`config.mk`:
```
export PLATFORM = sky130hd
export DESIGN_NAME = spg_gpio_port
export DESIGN_NICKNAME = d
export VERILOG_FILES = /design/src/logic/spg_pkg.sv /design/src/logic/spg_gpio_port.sv /design/src/logic/spg_pin_cell.sv
export SDC_FILE = /design/constraint.sdc
export NUM_CORES = 1
export LEC_CHECK = 0
export ABC_CLOCK_PERIOD_IN_PS = 2100
export BUFFER_PORTS_ARGS = -buffer_cell sky130_fd_sc_hd__buf_2
export CAP_MARGIN = 20
export CORE_ASPECT_RATIO = 1.1
export CORE_MARGIN = 5
export CORE_UTILIZATION = 40
export CTS_CLUSTER_DIAMETER = 100
export DETAILED_ROUTE_END_ITERATION = 16
export PLACE_DENSITY = 0.76
export SETUP_SLACK_MARGIN = 0.02
export SLEW_MARGIN = 40
export SYNTH_ARGS = -nofsm -noshare
export SYNTH_HDL_FRONTEND = slang
export SYNTH_HIERARCHICAL = 1
export SYNTH_SLANG_ARGS = --single-unit
export TNS_END_PERCENT = 100
```
`constraint.sdc`:
```
create_clock -name clk -period 2.1 [get_ports clk]
set_input_delay 0.21 -clock clk [delete_from_list [all_inputs] [get_ports clk]]
set_output_delay 0.21 -clock clk [all_outputs]
set_load 0.005 [all_outputs]
```
`src/logic/spg_pkg.sv`:
```
// Purpose: Shared constants for the spare pin I/O port
// Assumes: Byte-wide host register port, eight spare pins
// Notes:   Bit positions follow the pin enable register layout
package spg_pkg;

  // ==========================================================================
  // Register map
  localparam logic [7:0] SPG_OFS_PIN_OUTPUT_ENABLE = 8'h44;
  localparam logic [7:0] SPG_OFS_PIN_OUTPUT_VALUE  = 8'h45;
  localparam logic [7:0] SPG_OFS_PIN_INPUT_SAMPLE  = 8'h46;

  // ==========================================================================
  // Reset values
  localparam logic [7:0] SPG_RST_PIN_OUTPUT_ENABLE = 8'h00;
  localparam logic [7:0] SPG_RST_PIN_OUTPUT_VALUE  = 8'h00;
  localparam logic [7:0] SPG_RST_PIN_INPUT_SAMPLE  = 8'h00;
  localparam logic [7:0] SPG_RDATA_UNMAPPED        = 8'h00;

  // ==========================================================================
  // Pin bit positions
  localparam int SPG_PIN_COUNT      = 8;
  localparam int SPG_BIT_SIGNAL_IN  = 7;
  localparam int SPG_BIT_CLOCK_OUT  = 6;
  localparam int SPG_BIT_IFSEL_HI   = 5;
  localparam int SPG_BIT_IFSEL_LO   = 4;
  localparam int SPG_BIT_TCK        = 3;
  localparam int SPG_BIT_TDI        = 2;
  localparam int SPG_BIT_TDO        = 1;
  localparam int SPG_BIT_TMS        = 0;

  // Boundary scan pins occupy the low nibble
  localparam logic [7:0] SPG_SCAN_PIN_MASK = 8'h0F;

endpackage : spg_pkg
```
`src/logic/spg_gpio_port.sv`:
```
// Purpose: Spare pin GPIO port with enable, output and input registers
// Assumes: Synchronous active-high reset, 200 MHz clk, pins synchronous
// Notes:   Pads are a plain mux behind three byte registers; input reads
//          lag the pins by one clock because of the sample flop
`timescale 1ns/1ps
module spg_gpio_port
  import spg_pkg::*;
(
  input  wire logic       clk,
  input  wire logic       reset,
  // Host register port
  input  wire logic [7:0] reg_addr,
  input  wire logic       reg_write,
  input  wire logic       reg_read,
  input  wire logic [7:0] reg_wdata,
  output      logic [7:0] reg_rdata,
  // Nonvolatile boundary scan activation
  input  wire logic       scan_active,
  // Dedicated functions of the pins
  input  wire logic [7:0] func_out,
  input  wire logic [7:0] func_oe,
  // Pads
  input  wire logic [7:0] pin_in,
  output      logic [7:0] pin_out,
  output      logic [7:0] pin_oe,
  // Gate for the clock output generator
  output      logic       clock_output_run
);

  // ==========================================================================
  // Registers
  logic [7:0] pin_output_enable_q;
  logic [7:0] pin_output_value_q;
  logic [7:0] pin_input_sample_q;
  logic [7:0] sw_enable;
  logic [7:0] func_oe_gated;

  // Address decode used for writes and reads
  function automatic logic addr_hit(input logic [7:0] a, input logic [7:0] ofs);
    addr_hit = (a == ofs);
  endfunction : addr_hit

  // Enable register write
  always_ff @(posedge clk)
  begin
    if (reset)
      pin_output_enable_q <= SPG_RST_PIN_OUTPUT_ENABLE;
    else if (reg_write && addr_hit(reg_addr, SPG_OFS_PIN_OUTPUT_ENABLE))
      pin_output_enable_q <= reg_wdata;
  end

  // Output level register write
  always_ff @(posedge clk)
  begin
    if (reset)
      pin_output_value_q <= SPG_RST_PIN_OUTPUT_VALUE;
    else if (reg_write && addr_hit(reg_addr, SPG_OFS_PIN_OUTPUT_VALUE))
      pin_output_value_q <= reg_wdata;
  end

  // Input sample: pins are already synchronous, one stage keeps reads clean
  always_ff @(posedge clk)
  begin
    if (reset)
      pin_input_sample_q <= SPG_RST_PIN_INPUT_SAMPLE;
    else
      pin_input_sample_q <= pin_in;
  end

  // Read data comes from a flop; writes to the input register are dropped
  always_ff @(posedge clk)
  begin
    if (reset)
      reg_rdata <= SPG_RDATA_UNMAPPED;
    else if (reg_read)
    begin
      if (addr_hit(reg_addr, SPG_OFS_PIN_OUTPUT_ENABLE))
        reg_rdata <= pin_output_enable_q;
      else if (addr_hit(reg_addr, SPG_OFS_PIN_OUTPUT_VALUE))
        reg_rdata <= pin_output_value_q;
      else if (addr_hit(reg_addr, SPG_OFS_PIN_INPUT_SAMPLE))
        reg_rdata <= pin_input_sample_q;
      else
        reg_rdata <= SPG_RDATA_UNMAPPED;
    end
  end

  // ==========================================================================
  // Effective enables
  // Scan mode keeps the test pins: stored bits stay readable but do nothing
  always_comb
  begin
    sw_enable = pin_output_enable_q;
    if (scan_active)
      sw_enable = pin_output_enable_q & ~SPG_SCAN_PIN_MASK;
  end

  // Clock output stops while its pin is under software control
  assign clock_output_run = ~pin_output_enable_q[SPG_BIT_CLOCK_OUT];

  // ==========================================================================
  // Dedicated drive gating
  // A stopped clock generator must not keep asking for its pad; dropping the
  // request here means the pad cell never sees a stale drive from that path
  always_comb
  begin
    func_oe_gated = func_oe;
    if (!clock_output_run)
      func_oe_gated[SPG_BIT_CLOCK_OUT] = 1'b0;
  end

  // ==========================================================================
  // Pad cells
  genvar gi;
  generate
    for (gi = 0; gi < SPG_PIN_COUNT; gi++)
    begin : g_pin
      // Cleared enable hands the pad back to its dedicated function
      spg_pin_cell u_cell
      (
        .sw_enable (sw_enable[gi]),
        .sw_level  (pin_output_value_q[gi]),
        .func_out  (func_out[gi]),
        .func_oe   (func_oe_gated[gi]),
        .pad_out   (pin_out[gi]),
        .pad_oe    (pin_oe[gi])
      );
    end
  endgenerate

  // ==========================================================================
  // Checks
  // Register reads are checked one clock after the request, when data stands
  AST_SIGNAL_IN_DRIVE: assert property (@(posedge clk) disable iff (reset)
    pin_output_enable_q[SPG_BIT_SIGNAL_IN] |->
      pin_oe[SPG_BIT_SIGNAL_IN] && pin_out[SPG_BIT_SIGNAL_IN] ==
      pin_output_value_q[SPG_BIT_SIGNAL_IN])
    else $error("signal input pin not driven while enabled");

  AST_CLOCK_OUT_OFF: assert property (@(posedge clk) disable iff (reset)
    pin_output_enable_q[SPG_BIT_CLOCK_OUT] |-> !clock_output_run &&
      pin_oe[SPG_BIT_CLOCK_OUT])
    else $error("clock output still running under software control");

  AST_IFSEL_DRIVE: assert property (@(posedge clk) disable iff (reset)
    (reg_write && reg_addr == SPG_OFS_PIN_OUTPUT_ENABLE &&
      reg_wdata[SPG_BIT_IFSEL_HI] && reg_wdata[SPG_BIT_IFSEL_LO]) |=>
      pin_oe[SPG_BIT_IFSEL_HI] && pin_oe[SPG_BIT_IFSEL_LO])
    else $error("interface select pins not driven after enable write");

  AST_SCAN_DRIVE: assert property (@(posedge clk) disable iff (reset)
    (!scan_active && pin_output_enable_q[SPG_BIT_TCK]) |-> pin_oe[SPG_BIT_TCK] &&
      pin_out[SPG_BIT_TCK] == pin_output_value_q[SPG_BIT_TCK])
    else $error("TCK pin not driven while enabled");

  AST_SCAN_MASK: assert property (@(posedge clk) disable iff (reset)
    scan_active |-> (pin_oe & SPG_SCAN_PIN_MASK) == (func_oe & SPG_SCAN_PIN_MASK))
    else $error("scan pins taken over during boundary scan");

  AST_OUT_LEVEL: assert property (@(posedge clk) disable iff (reset)
    (reg_write && reg_addr == SPG_OFS_PIN_OUTPUT_VALUE) |=>
      ((pin_out ^ $past(reg_wdata)) & sw_enable) == 8'h00)
    else $error("pin levels do not follow output register");

  AST_IN_READ: assert property (@(posedge clk) disable iff (reset)
    (reg_read && reg_addr == SPG_OFS_PIN_INPUT_SAMPLE && !$past(reset)) |=>
      reg_rdata == $past(pin_in, 2))
    else $error("input register read does not show pin state");

  AST_RELEASE: assert property (@(posedge clk) disable iff (reset)
    (pin_output_enable_q == 8'h00) |-> pin_oe == func_oe && pin_out == func_out)
    else $error("pad not returned to dedicated function");

  // Test pins outside boundary scan behave like any other spare pin
  AST_SCAN_PINS: assert property (@(posedge clk) disable iff (reset)
    !scan_active |->
      (pin_output_enable_q & SPG_SCAN_PIN_MASK & ~pin_oe) == 8'h00 &&
      ((pin_out ^ pin_output_value_q) & pin_output_enable_q & SPG_SCAN_PIN_MASK) == 8'h00)
    else $error("scan pins not driven while enabled outside boundary scan");

  AST_SCAN_LEVEL: assert property (@(posedge clk) disable iff (reset)
    scan_active |-> (pin_out & SPG_SCAN_PIN_MASK) == (func_out & SPG_SCAN_PIN_MASK))
    else $error("scan pin levels taken over during boundary scan");

  AST_CLOCK_OUT_FREE: assert property (@(posedge clk) disable iff (reset)
    !pin_output_enable_q[SPG_BIT_CLOCK_OUT] |-> clock_output_run &&
      pin_oe[SPG_BIT_CLOCK_OUT] == func_oe[SPG_BIT_CLOCK_OUT] &&
      pin_out[SPG_BIT_CLOCK_OUT] == func_out[SPG_BIT_CLOCK_OUT])
    else $error("clock output pin not returned to its clock function");

  // Register readback and write protection
  AST_ENABLE_WRITE: assert property (@(posedge clk) disable iff (reset)
    (reg_write && reg_addr == SPG_OFS_PIN_OUTPUT_ENABLE) |=>
      pin_output_enable_q == $past(reg_wdata))
    else $error("enable register write lost");

  // Stored scan enables stay visible even while boundary scan ignores them
  AST_ENABLE_READ: assert property (@(posedge clk) disable iff (reset)
    (reg_read && reg_addr == SPG_OFS_PIN_OUTPUT_ENABLE) |=>
      reg_rdata == $past(pin_output_enable_q))
    else $error("enable register read back wrong value");

  AST_VALUE_READ: assert property (@(posedge clk) disable iff (reset)
    (reg_read && reg_addr == SPG_OFS_PIN_OUTPUT_VALUE) |=>
      reg_rdata == $past(pin_output_value_q))
    else $error("output register read back wrong value");

  AST_UNMAPPED_READ: assert property (@(posedge clk) disable iff (reset)
    (reg_read && reg_addr != SPG_OFS_PIN_OUTPUT_ENABLE &&
      reg_addr != SPG_OFS_PIN_OUTPUT_VALUE && reg_addr != SPG_OFS_PIN_INPUT_SAMPLE) |=>
      reg_rdata == SPG_RDATA_UNMAPPED)
    else $error("unmapped read returned data");

  AST_RDATA_HOLD: assert property (@(posedge clk) disable iff (reset)
    !reg_read |=> $stable(reg_rdata))
    else $error("read data changed without a read");

  AST_SAMPLE_TRACK: assert property (@(posedge clk) disable iff (reset)
    !$past(reset) |-> pin_input_sample_q == $past(pin_in))
    else $error("input sample does not follow the pins");

  // The input register is read only; a write there must touch nothing
  AST_INPUT_READ_ONLY: assert property (@(posedge clk) disable iff (reset)
    (reg_write && reg_addr == SPG_OFS_PIN_INPUT_SAMPLE) |=>
      $stable(pin_output_enable_q) && $stable(pin_output_value_q))
    else $error("write to input register changed a control register");

endmodule : spg_gpio_port

```
`src/logic/spg_pin_cell.sv`:
```
// Purpose: One spare pin: chooses dedicated function or software I/O
// Assumes: Enable already qualified by the caller
// Notes:   Purely combinational pad mux
`timescale 1ns/1ps
module spg_pin_cell
(
  input  wire logic sw_enable,
  input  wire logic sw_level,
  input  wire logic func_out,
  input  wire logic func_oe,
  output      logic pad_out,
  output      logic pad_oe
);

  // ==========================================================================
  // Pad mux
  // Software takes the pad only while enabled, else the dedicated path owns it
  always_comb
  begin
    pad_out = sw_enable ? sw_level : func_out;
    pad_oe  = sw_enable ? 1'b1     : func_oe;
  end

endmodule : spg_pin_cell

```
# ---- Word level (Yosys, flattened, before mapping)
# Index checks and enable logic that the tools add are counted.
dict set report classes {
  n_mux 21
  reduce_logical 2
  n_eq_ne 3
  bitwise 1
}
# op n
set ops {}
lappend ops {{8-bit by 7-bit == test with 1-bit output, second input constant} 3}
lappend ops {{8-bit two-way mux} 3}
lappend ops {{1-bit two-way mux} 17}
lappend ops {{4-bit two-way mux} 1}
lappend ops {{1-bit logical AND} 2}
lappend ops {{1-bit inverter} 1}
dict set report totals {
  wordCells 31
  register_bits 32
  out_inout_bits 25
}

# ---- Depth between registers and ports, before layout
dict set report depth {
  ltp_word 4
  depth_mapped 5
  ltp_nobuf 3
}

# ---- By module
# The synthesis kept the hierarchy.
# mod cells_per_inst n_inst area_each_um2
set modules_own_cells {}
lappend modules_own_cells {spg_gpio_port 167 1 1532.7}
lappend modules_own_cells {spg_pin_cell 2 8 21.3}

# ---- Least setup slack after synthesis
# No wires, ideal clock.
dict set report synth_timing {
  path_kind {input to register}
  startpoint {in reg_addr[5]}
  endpoint {reg pin_output_value_q[3]}
  stages 5
  setup_ns 0.118
  setup_slack_ns 0.672
  arrival_time_ns 1.310
  required_ns 1.982
  n_path_buf 2
  cell_sequence {or2_1 -> buf_6 -> or4_4 -> buf_6 -> mux2i_1}
}
dict set report synth_between {
  elab_chain_len 2
}
# element line
set synth_rtl {}
lappend synth_rtl {{start: declaration} spg_gpio_port.sv:12} ;# input wire logic [7:0] reg_addr,
lappend synth_rtl {{8-bit by 7-bit == test with 1-bit output} spg_gpio_port.sv:40} ;# addr_hit = (a == ofs);
lappend synth_rtl {{1-bit logical AND} spg_gpio_port.sv:57} ;# else if (reg_write && addr_hit(reg_addr, SPG_OFS_PIN_OUTPUT_VALUE))
lappend synth_rtl {{end signal: assignment} spg_gpio_port.sv:58} ;# pin_output_value_q <= reg_wdata;
lappend synth_rtl {{end: declaration} spg_gpio_port.sv:33} ;# logic [7:0] pin_output_value_q;
# Every way passes these cells.
# A chain may end at the register's enable or synchronous reset.

# ---- Worst setup path in the final report
dict set report layout_timing {
  startpoint {reg pin_output_enable_q[2]}
  endpoint {out pin_out[2]}
}
dict set report layout_between {
  elab_chain_len 2
}
# element line
set layout_rtl {}
lappend layout_rtl {{start: declaration} spg_gpio_port.sv:32} ;# logic [7:0] pin_output_enable_q;
lappend layout_rtl {{start signal: assignment} spg_gpio_port.sv:49} ;# pin_output_enable_q <= reg_wdata;
lappend layout_rtl {{4-bit two-way mux} spg_gpio_port.sv:94} ;# if (scan_active)
lappend layout_rtl {{net sw_enable[2]} spg_gpio_port.sv:35} ;# logic [7:0] sw_enable;
lappend layout_rtl {{1-bit two-way mux} spg_pin_cell.sv:20} ;# pad_out = sw_enable ? sw_level : func_out;
lappend layout_rtl {{end: declaration} spg_gpio_port.sv:24} ;# output logic [7:0] pin_out,
# The timed path passes the listed nets, and every way through them passes these cells.

==> impl_metrics.ini <==
[run_status]
status = complete, no violations

[clock_tree]
cts_hold_buf = 0
cts_setup_buffers = 0
numCtsBuffers = 5
cts-resized-gates = 0
tritoncts = done
cts.sinks = 32
clk_latency_ps = 280
h-tree-depth = 2
cts-root-buf = clkbuf_8
clk_pin_slew_ps = 70
clock_path_buffers = 2

[timing]
max_slew_margin = 0.659
period_needed_ps = 1550
finClkSkew_ps = 5.16
finalSetupViolCount = 0
fin_tns_setup_ps = 0
hold_ws_ps = 127
rsz0062_at_grt = false
fmax_mhz = 645
tightest_slew_ps = 507
fin_crit_sh = 0.739
slew_violations = 0
final-hold-violation-count = 0

[finish]
seq_area_um2 = 641
layout_commonest_cell = buf_2
antenna-diode-count = 0
area_growth_pct = 28.3
final_area_mm2 = 0.00218
final_core_util = 0.539
mostFrequentLayoutCells = buf_2 (69), nand2b_1 (32), dfxtp_1 (32)
drive_gt1_frac = 0.371
nFillCells = 398
multiInputGateArea_um2 = 962
nets = 295

[synthesis]
async_flop_share = 0
yosys_register_bits = 32
syn_avg_cell_area_um2 = 9.31
synth_edf_count = 0
synth-main-ff-cell = dfxtp_1
synth_area_mm2 = 0.00170
syn_inst = 183
yosysUniqueCellTypes = 25
seq_area_frac_synth = 0.376
ys_warn_count = 6
synth_fp_nets = 228

[worst_hold_path]
min_from = pin_in[2]
hp-class = in2reg
whs_path_depth = 2
hold_end = pin_input_sample_q[2]$_SDFF_PP0_

[setup_path]
r2r_cells = 3
regToRegStartpoint = pin_output_value_q[3]$_SDFFE_PP0P_
path_max_fanout = 3
cp-start-kind = flop
critPathRequiredTime_ps = 1890
r2r-end = reg_rdata[3]$_SDFFE_PP0P_
cp.arrival_ps = 1340
crit_type = reg2out
endpoint_kind = primary output
reg2reg_slack_ps = 1110

[floorplan]
die_area_mm2 = 0.00566
die_y_um = 78.4
core_region_area_mm2 = 0.00405
fp.dieW_um = 72.2
num_rows = 24
initial_core_util = 0.420
ios = 70

[routing]
wl_met3_um = 312
wl_per_cell_um = 14.8
wl_met1_um = 1860
drc = 0
wl_met2_um = 2260
first_pass_iters = 4
drt-initial-drc-count = 49
drt-total-wl_um = 4470
via_count = 1544
vias_per_cell = 5.10
top_layer_used = met4
ant_nets = 0

[global_route]
grt_pass1_vias = 1503
gr-total-overflow = 0
antenna_found_initial = 0
track_usage = 0.159
grt_max_degree = 27
grt_pass1_wl_um = 7020

[power_and_ir_drop]
pwr-share-clk = 0.426
vdd_drop_max_v = 0.000320
cellInternalPower_mw = 1.05
p_sw_frac = 0.224
share_comb_of_total_power = 0.119
power.switching_mw = 0.304
leakage_nw = 0.917
seqPwrFrac = 0.455
total_power_mw = 1.36
p_per_area_mw_per_mm2 = 622

[place]
dpl_cell_area_mm2 = 0.00208
hpwl_um = 3290
port_buffers = 69
gp_congestion = 0.797

[run]
maxCapViolCount = 0
area by class of cell:
cell class / count / area share
Multi-Input combinational cell: 129 / 0.440
Timing Repair Buffer: 73 / 0.172
Clock inverter: 2 / 0.0160
Tap cell: 52 / 0.0298
Clock buffer: 6 / 0.0332
Inverter: 9 / 0.0155
Sequential cell: 32 / 0.293
logic make-up (layout without fill, tap and decap cells):
group                  after synthesis  after routing  share of synthesized area
muxes                               16             16                      0.118
DFF                                 32             32                      0.376
and+or+nand+nor                     73             73                      0.283
buffers and inverters               22             90                     0.0588
AOI/OAI and AO/OA                   40             40                      0.165
worst max path at each step:
stage                                              startpoint                            endpoint  cells after the start
final                     pin_output_enable_q[2]$_SDFFE_PP0P_                          pin_out[2]                      3
after global placement                            reg_addr[1]           reg_rdata[3]$_SDFFE_PP0P_                      4
after floorplan                                   reg_addr[5]  pin_output_value_q[3]$_SDFFE_PP0P_                      5
after detailed placement                          reg_addr[1]           reg_rdata[3]$_SDFFE_PP0P_                      4
after CTS                 pin_output_enable_q[2]$_SDFFE_PP0P_                          pin_out[2]                      3
after global routing      pin_output_enable_q[3]$_SDFFE_PP0P_                          pin_out[3]                      3
metrics by stage:
step	std cells	setup WS [ps]
detailed placement	295	439
CTS	303	541
global route	303	500
global placement	295	455
floorplan	183	672
finish	303	549
per-layer routing:
metal,vias up,global-route usage
met4,0,0.0545
met1,705,0.191
met5,-,0
met3,4,0.0460
li1,780,-
met2,55,0.269
flip-flops by register name, summed over array words and instances (netlist names):
register             flops
pin_output_value_q       8
reg_rdata                8
pin_input_sample_q       8
pin_output_enable_q      8
critical path, cell delays in order, from the launching register on:
cell     delay, ps
dfxtp_1        360
nor2b_1        250
mux2_4         320
buf_2          120
cells in the mapped netlist (9+ instances only):
library cell / n / area (µm²)
nor2b_1: 14 / 87.6
inv_1: 9 / 33.8
clkbuf_1: 9 / 33.8
dfxtp_1: 32 / 641
nand2b_1: 32 / 200
or2_1: 9 / 56.3
power by group through the flow:
| stage | clock [mW] | sequential (mW) | combinational (mW) |
|---|---|---|---|
| 5_1_grt | 0.616 | 0.619 | 0.179 |
| 2_1_floorplan | 0 | 0.631 | 0.0880 |
| 3_5_place_dp | 0 | 0.632 | 0.163 |
| 4_1_cts | 0.590 | 0.619 | 0.164 |
| 3_3_place_gp | 0 | 0.632 | 0.160 |
| 6_report | 0.578 | 0.619 | 0.162 |
Note: power is estimated with default switching activity, not from simulation.
